--- src/hdl/dwsp_cfg.svh ---
`ifndef DWSP_CFG_SVH
`define DWSP_CFG_SVH

// word and field geometry of the serial shift register
`define DWSP_WORD_W       17
`define DWSP_CODE_W       8
`define DWSP_TAPS         256
// physical index of each field; index 0 is the entry end, index 16 the cascade end
`define DWSP_STACK_BIT    16
`define DWSP_POT1_MSB     15
`define DWSP_POT1_LSB     8
`define DWSP_POT0_MSB     7
`define DWSP_POT0_LSB     0
`define DWSP_CASCADE_BIT  16
// power-up values
`define DWSP_MID_CODE     8'h80
`define DWSP_STACK_RST    1'h0
`define DWSP_WORD_RST     17'h08080
`define DWSP_TAPS_RST     (256'h1 << 8'h80)
// timing: clock period and worst delay from shift to cascade output
`define DWSP_CLK_PERIOD_NS 50
`define DWSP_COUT_DELAY_NS 50

`endif

--- src/hdl/dwsp_pkg.sv ---
`include "dwsp_cfg.svh"
`default_nettype none

package dwsp_pkg;
  typedef logic [`DWSP_CODE_W-1:0] dwsp_code_t; // one wiper position code
  typedef logic [`DWSP_WORD_W-1:0] dwsp_word_t; // whole serial word
  typedef logic [`DWSP_TAPS-1:0]   dwsp_taps_t; // one-hot tap selection
endpackage : dwsp_pkg

`default_nettype wire

--- src/hdl/dwsp_serial_port.sv ---
`include "dwsp_cfg.svh"
`default_nettype none

// Summary of operation
// - each wiper sits on one of 256 taps
// - both codes and stack bit in 17-bit register
// - deselected port ignores clock and data
// - data sampled on rising serial clock edge
// - position 0 is the stack-select bit
// - positions 1-8 are pot one, MSB first
// - positions 9-16 are pot zero, MSB first
// - wipers written and read back by shifting
// - daisy-chain through cascade output supported
// - wipers load only when select falls
// - power-up wiper codes are mid-scale 0x80
// - cascade output always drives outgoing bit
module dwsp_serial_port (
  input  wire logic                 clk,
  input  wire logic                 arst_n,
  input  wire logic                 port_select,
  input  wire logic                 serial_clock,
  input  wire logic                 serial_data,
  output var  logic                 cascade_out,
  output var  dwsp_pkg::dwsp_taps_t wiper_zero_terminal,
  output var  dwsp_pkg::dwsp_taps_t wiper_one_terminal,
  output var  dwsp_pkg::dwsp_taps_t stacked_wiper_out,
  output var  dwsp_pkg::dwsp_code_t wiper_zero_code,
  output var  dwsp_pkg::dwsp_code_t wiper_one_code,
  output var  logic                 stack_select
);

  ////////////////////////////////////////////////////////////////////////////////
  // timing constants
  localparam int CLK_PERIOD_NS = `DWSP_CLK_PERIOD_NS; // system clock period
  localparam int COUT_DELAY_NS = `DWSP_COUT_DELAY_NS; // worst shift-to-cascade delay
  // longest time rounds down, never below one cycle
  localparam int COUT_CYC = (COUT_DELAY_NS / CLK_PERIOD_NS) < 1 ? 1 :
                            (COUT_DELAY_NS / CLK_PERIOD_NS);

  ////////////////////////////////////////////////////////////////////////////////
  // declarations
  logic                 sclk_prev_r;  // serial clock one cycle ago
  logic                 sel_prev_r;   // port select one cycle ago
  logic                 sclk_rise;    // rising serial clock edge seen
  logic                 sel_fall;     // port select just dropped
  logic                 shift_en;     // shift this cycle
  dwsp_pkg::dwsp_word_t shift_r;      // the 17-bit serial word
  dwsp_pkg::dwsp_word_t shift_nxt;    // next serial word
  logic                 loaded_r;     // a deselect load has happened since reset

  ////////////////////////////////////////////////////////////////////////////////
  // edge detection on the pins, which are synchronous to clk
  always_ff @(posedge clk or negedge arst_n) begin
    if (!arst_n) begin
      sclk_prev_r <= 1'h0;
      sel_prev_r  <= 1'h0;
    end else begin
      sclk_prev_r <= serial_clock;
      sel_prev_r  <= port_select;
    end
  end

  assign sclk_rise = serial_clock & ~sclk_prev_r; // sample point of each bit
  assign sel_fall  = sel_prev_r & ~port_select;   // end of a transaction

  // shifting only while the port is selected
  assign shift_en = port_select & sclk_rise;

  ////////////////////////////////////////////////////////////////////////////////
  // next serial word: older bits move toward the cascade end, new bit at entry
  always_comb begin
    if (shift_en) begin
      shift_nxt = {shift_r[`DWSP_WORD_W-2:0], serial_data};
    end else begin
      shift_nxt = shift_r; // deselected or no edge: hold
    end
  end

  ////////////////////////////////////////////////////////////////////////////////
  // serial word storage, kept for as long as power stays on
  always_ff @(posedge clk or negedge arst_n) begin
    if (!arst_n) begin
      shift_r <= `DWSP_WORD_RST; // matches the mid-scale wipers
    end else begin
      shift_r <= shift_nxt;
    end
  end

  // the bit leaving the word is always on the cascade pin, selected or not;
  // with the pin looped back to the data input a full word circulates intact
  assign cascade_out = shift_r[`DWSP_CASCADE_BIT];

  ////////////////////////////////////////////////////////////////////////////////
  // wiper codes and stack select: loaded only on the deselect transition
  always_ff @(posedge clk or negedge arst_n) begin
    if (!arst_n) begin
      wiper_zero_code <= `DWSP_MID_CODE;
      wiper_one_code  <= `DWSP_MID_CODE;
      stack_select    <= `DWSP_STACK_RST;
    end else if (sel_fall) begin
      // first bit sent has reached the cascade end after a whole word
      stack_select    <= shift_r[`DWSP_STACK_BIT];
      wiper_one_code  <= shift_r[`DWSP_POT1_MSB:`DWSP_POT1_LSB];
      wiper_zero_code <= shift_r[`DWSP_POT0_MSB:`DWSP_POT0_LSB];
    end
  end

  ////////////////////////////////////////////////////////////////////////////////
  // helper for the power-up check: set at the first load
  always_ff @(posedge clk or negedge arst_n) begin
    if (!arst_n) begin
      loaded_r <= 1'h0;
    end else if (sel_fall) begin
      loaded_r <= 1'h1;
    end
  end

  ////////////////////////////////////////////////////////////////////////////////
  // tap decoders, one per potentiometer
  dwsp_tap_select u_tap_zero (
    .clk    (clk),
    .arst_n (arst_n),
    .code   (wiper_zero_code),
    .taps_r (wiper_zero_terminal)
  );

  dwsp_tap_select u_tap_one (
    .clk    (clk),
    .arst_n (arst_n),
    .code   (wiper_one_code),
    .taps_r (wiper_one_terminal)
  );

  ////////////////////////////////////////////////////////////////////////////////
  // stacked output: stack bit 1 routes pot one, 0 routes pot zero
  always_ff @(posedge clk or negedge arst_n) begin
    if (!arst_n) begin
      stacked_wiper_out <= `DWSP_TAPS_RST;
    end else if (stack_select) begin
      stacked_wiper_out <= wiper_one_terminal;
    end else begin
      stacked_wiper_out <= wiper_zero_terminal;
    end
  end

  ////////////////////////////////////////////////////////////////////////////////
  // checks
  property p_hold_deselected;
    @(posedge clk) disable iff (!arst_n)
      !port_select |=> shift_r == $past(shift_r);
  endproperty
  a_hold_deselected: assert property (p_hold_deselected)
    else $error("word changed while deselected");

  property p_shift_in;
    @(posedge clk) disable iff (!arst_n)
      (port_select && serial_clock && !sclk_prev_r) |=>
        shift_r[0] == $past(serial_data) && shift_r[16:1] == $past(shift_r[15:0]);
  endproperty
  a_shift_in: assert property (p_shift_in)
    else $error("bit not shifted in on rising edge");

  property p_no_edge_hold;
    @(posedge clk) disable iff (!arst_n)
      (serial_clock == sclk_prev_r) |=> $stable(shift_r);
  endproperty
  a_no_edge_hold: assert property (p_no_edge_hold)
    else $error("word moved without a rising edge");

  property p_load_fields;
    @(posedge clk) disable iff (!arst_n)
      (sel_prev_r && !port_select) |=>
        stack_select == $past(shift_r[16]) && wiper_one_code == $past(shift_r[15:8]);
  endproperty
  a_load_fields: assert property (p_load_fields)
    else $error("stack bit or pot one wrong after load");

  property p_load_pot0;
    @(posedge clk) disable iff (!arst_n)
      (sel_prev_r && !port_select) |=> wiper_zero_code == $past(shift_r[7:0]);
  endproperty
  a_load_pot0: assert property (p_load_pot0)
    else $error("pot zero wrong after load");

  property p_only_on_deselect;
    @(posedge clk) disable iff (!arst_n)
      !(sel_prev_r && !port_select) |=>
        $stable(wiper_zero_code) && $stable(wiper_one_code) && $stable(stack_select);
  endproperty
  a_only_on_deselect: assert property (p_only_on_deselect)
    else $error("wiper changed outside deselect");

  property p_power_up_mid;
    @(posedge clk) disable iff (!arst_n)
      !loaded_r |-> wiper_zero_code == 8'h80 && wiper_one_code == 8'h80;
  endproperty
  a_power_up_mid: assert property (p_power_up_mid)
    else $error("wiper not mid-scale before first load");

  property p_cascade_follows;
    @(posedge clk) disable iff (!arst_n)
      (port_select && serial_clock && !sclk_prev_r) |->
        ##[1:COUT_CYC] cascade_out == $past(shift_r[15], 1);
  endproperty
  a_cascade_follows: assert property (p_cascade_follows)
    else $error("cascade output late or wrong");

  property p_stacked_route;
    @(posedge clk) disable iff (!arst_n)
      1'b1 |=> stacked_wiper_out ==
        ($past(stack_select) ? $past(wiper_one_terminal) : $past(wiper_zero_terminal));
  endproperty
  a_stacked_route: assert property (p_stacked_route)
    else $error("stacked output routes wrong wiper");

  // main scenarios
  c_shift: cover property (@(posedge clk) disable iff (!arst_n) shift_en);
  c_load: cover property (@(posedge clk) disable iff (!arst_n) sel_fall);
  c_stack_one: cover property (@(posedge clk) disable iff (!arst_n) sel_fall ##1 stack_select);

endmodule : dwsp_serial_port

`default_nettype wire

--- src/hdl/dwsp_tap_select.sv ---
`include "dwsp_cfg.svh"
`default_nettype none

module dwsp_tap_select (
  input  wire logic                 clk,
  input  wire logic                 arst_n,
  input  wire dwsp_pkg::dwsp_code_t code,
  output var  dwsp_pkg::dwsp_taps_t taps_r
);

  ////////////////////////////////////////////////////////////////////////////////
  // decode the position code onto exactly one of the taps
  always_ff @(posedge clk or negedge arst_n) begin
    if (!arst_n) begin
      taps_r <= `DWSP_TAPS_RST; // mid-scale tap at power-up
    end else begin
      taps_r <= dwsp_pkg::dwsp_taps_t'(1) << code;
    end
  end

  ////////////////////////////////////////////////////////////////////////////////
  // checks
  property p_tap_onehot;
    @(posedge clk) disable iff (!arst_n) $onehot(taps_r);
  endproperty
  a_tap_onehot: assert property (p_tap_onehot) else $error("wiper not on one tap");

  property p_tap_follows;
    @(posedge clk) disable iff (!arst_n) 1'b1 |=> taps_r[$past(code)];
  endproperty
  a_tap_follows: assert property (p_tap_follows) else $error("tap differs from code");

endmodule : dwsp_tap_select

`default_nettype wire

--- config.mk ---
export PLATFORM = sky130hd
export DESIGN_NAME = dwsp_serial_port
export DESIGN_NICKNAME = d
export VERILOG_FILES = /design/src/hdl/dwsp_pkg.sv /design/src/hdl/dwsp_serial_port.sv /design/src/hdl/dwsp_tap_select.sv
export VERILOG_INCLUDE_DIRS = /design/src /design/src/hdl
export SDC_FILE = /design/constraint.sdc
export NUM_CORES = 1
export LEC_CHECK = 0
export BUFFER_PORTS_ARGS = -buffer_cell sky130_fd_sc_hd__buf_2
export CORE_MARGIN = 3
export CORE_UTILIZATION = 30
export CTS_BUF_LIST = sky130_fd_sc_hd__clkbuf_8
export DETAILED_ROUTE_END_ITERATION = 8
export GPL_TIMING_DRIVEN = 0
export MAX_ROUTING_LAYER = met4
export PLACE_DENSITY = 0.62
export SYNTH_ARGS = -nofsm -noshare
export SYNTH_HDL_FRONTEND = slang
export SYNTH_SLANG_ARGS = --single-unit
--- constraint.sdc ---
create_clock -name clk -period 1.9 [get_ports clk]
set_clock_uncertainty 0.15 [all_clocks]
set_input_delay 0.19 -clock clk [delete_from_list [all_inputs] [get_ports clk]]
set_output_delay 0.19 -clock clk [all_outputs]
set_load 0.02 [all_outputs]
==> summary.txt <==
Status - complete, but fails checks
Failing checks - negative hold slack, negative setup slack
Root Buffer - clkbuf_8
Pins Over Slew Limit - 0
CP max stage cell - clkbuf_1
Critical path cell sequence - buf_4 > nand4bb_1 > clkbuf_1 > nor3_1
Final weighted congestion in routability-driven placement - 0.872
Worst path arrival time - 2.39 ns
Die area - 95,900 um^2
Crit path launch - wiper_zero_code[3]
Clock latency on the worst-skew pair - 0.79 ns
Commonest cells after routing, fill and taps aside - 792 x buf_2, 777 x dfrtp_1, 290 x mux2_2, 258 x nor2_1
Remaining routing DRC violations - 0
GRT overflow - 0
Worst path required time - 2.37 ns
Final period utilization - 1.01
Worst setup SP type - register
Final wirelength - 129,000 um
Max frequency - 0.522 GHz
Placeable core region - 90,700 um^2
Htree depth - 4
First-pass DRT Iterations - 4
Max cap viols - 0
Initial antenna violation count - 4
Cells after Synth - 1,915
Synth async-reset ratio - 1.00
GRT Total Usage - 0.270
Worst setup EP type - register
DR vias - 20,300
Leak pwr - 0.0206 uW
#FFs+latches synth - 804
Commonest non-fill, non-tap cell in the layout - buf_2
CP peak stage delay - 0.59 ns
Total CTS buffers - 137
Post-Syn Area - 27,700 um^2
Largest cells by area after synthesis - dfrtp_1 72%, mux2_2 12%, nor3_1 4.0%
Die H - 310 um
First-pass GRT wire length - 170,000 um
Yosys cell types - 31
PortBufs - 790
Vias in the first global route - 21,000
Vias per cell - 4.84
CTS tree - done
Setup ws final - -0.0156 ns
Synthesis-to-layout area growth - 37.6%
R2r startpoint - wiper_zero_code[3]
Initial core utilization - 0.305
Synth area leader - dfrtp_1
Yosys top cell area share - 0.721
Top Ports - 791
WHS - -0.185 ns
Post-synth EDFFs - 0
Setup TNS - -0.0891 ns
DR WL/cell - 30.8 um
Syn_area_per_cell - 14.4 um^2
Post-synthesis sequential area ratio - 0.728
Max Buffers Root-to-Sink - 3
Yosys warns - 0
Share of cells above drive strength 1 - 0.547
Place WS - -1.07 ns
CP Class - register to register
Final Hold Fails - 58
Hold Path Class - input port to async pin
Worst-Margin Slew - 0.761 ns
Layout net count - 2,908
Reg clk slew, reported paths - 0.06 ns
Final HPWL DP - 96,700 um
Pwr dens - 1110 nW/um^2
Hold buffer count at cts - 6
Filler cell count - 8,474
Main synth FF type - dfrtp_1
Clock sinks - 804
Core Util, Final - 0.420
Tmin final - 1.92 ns
RSZ-0062 raised after global routing - true
Std cell rows - 110
Die W - 310 um
Crit Path Max Fanout - 10
Syn nets - 1,920
Max VDD drop - 0.000655 V
Largest net degree at the start of global routing - 127
Slew HR - 0.492
ANT nets after route - 0
DR iter-0 viols - 1,409
Final setup viols - 11
-- stage by stage --
stage	total power, uW	instance area [um^2]	instances
after floorplan	21500	27700	1915
after global placement	25200	33100	3881
after detailed placement	25300	33300	3888
after CTS	42100	37500	4164
after global routing	43800	38100	4182
final	42300	38100	4182
-- cells by family after synthesis --
| kind of cell | count (synthesis) | synth area share |
|---|---|---|
| mux | 290 | 0.118 |
| simple gates | 644 | 0.123 |
| buf+inv | 177 | 0.0310 |
| flops | 804 | 0.728 |
-- area by class of cell --
type                            instances  area (um^2)  share of cell area
Clock buffer                          167         2300              0.0604
Sequential cell                       804        20200               0.529
Buffer                                151         1400              0.0368
Antenna cell                            4         10.0            0.000263
Tap cell                             1176         1470              0.0386
Multi-Input combinational cell        934         7330               0.193
Clock inverter                         71          434              0.0114
Timing Repair Buffer                  875         4970               0.131
-- state kept, by name (all words and copies together), names as in the netlist --
register and count:
shift_r 17, stack_select 1, wiper_zero_code 8, sclk_prev_r 1
u_tap_one.taps_r 256, stacked_wiper_out 256, sel_prev_r 1, u_tap_zero.taps_r 256
wiper_one_code 8
-- layer usage --
metal,global-route usage,part of all wire,wire (um),vias to the layer above
li1,-,-,-,8479
met1,0.326,0.41,52600,10600
met2,0.431,0.49,62700,913
met3,0.0554,0.058,7480,249
met4,0.134,0.048,6140,0
met5,-,0,0,-
-- cell usage after synthesis, types with 2 or more instances --
cell type / instances
nor2_1: 260
nand3_1: 4
buf_6: 5
or2_2: 8
buf_4: 12
nand4bb_1: 25
or4b_4: 4
or3b_2: 2
or3b_1: 4
nand4_1: 5
nand4b_1: 19
or3_1: 2
nand2b_1: 17
nand2_1: 8
mux2_2: 290
or4_1: 5
clkbuf_1: 66
buf_2: 85
nor3_1: 223
dfstp_2: 7
nor4_1: 22
or4b_1: 15
buf_1: 6
nand3b_1: 10
clkbuf_2: 3
dfrtp_1: 797
nor3_2: 7
-- where the power goes --
part           internal [uW]  switching [uW]  leakage [uW]  total, uW
registers              17600             420        0.0111      18100
clock network           8480            7080       0.00155      15600
logic                   2610            6090       0.00785       8690
total                  28700           13600        0.0206      42300
-- worst paths after layout --
check	cells after the start	to	slack [ns]
min in group clk	3	shift_r[0]	0.13
max reg2reg	4	u_tap_zero.taps_r[225]	-0.02
max	4	u_tap_zero.taps_r[225]	-0.02
max in group asynchronous	4	u_tap_zero.taps_r[68]	0.23
min reg2reg	1	stacked_wiper_out[83]	0.35
min	2	stacked_wiper_out[55]	-0.18
-- repair_timing --
| action | CTS | global route |
|---|---|---|
| buffers inserted | 53 | 15 |
| endpoints found under the setup margin | 770 | 209 |
| gates resized for setup | 310 | 92 |
| pin swaps | 15 | 8 |
| gates cloned | 1 | 3 |
| hold endpoints to repair | 476 | 58 |
-- worst max-delay path: cells and delay by family (launching register included) --
kind                   cells  cell delay [ns]
buffers and inverters      2             0.84
flip-flops                 1             0.47
AND/OR/NAND/NOR            2             0.29
Power figures use the tool's default switching activity.
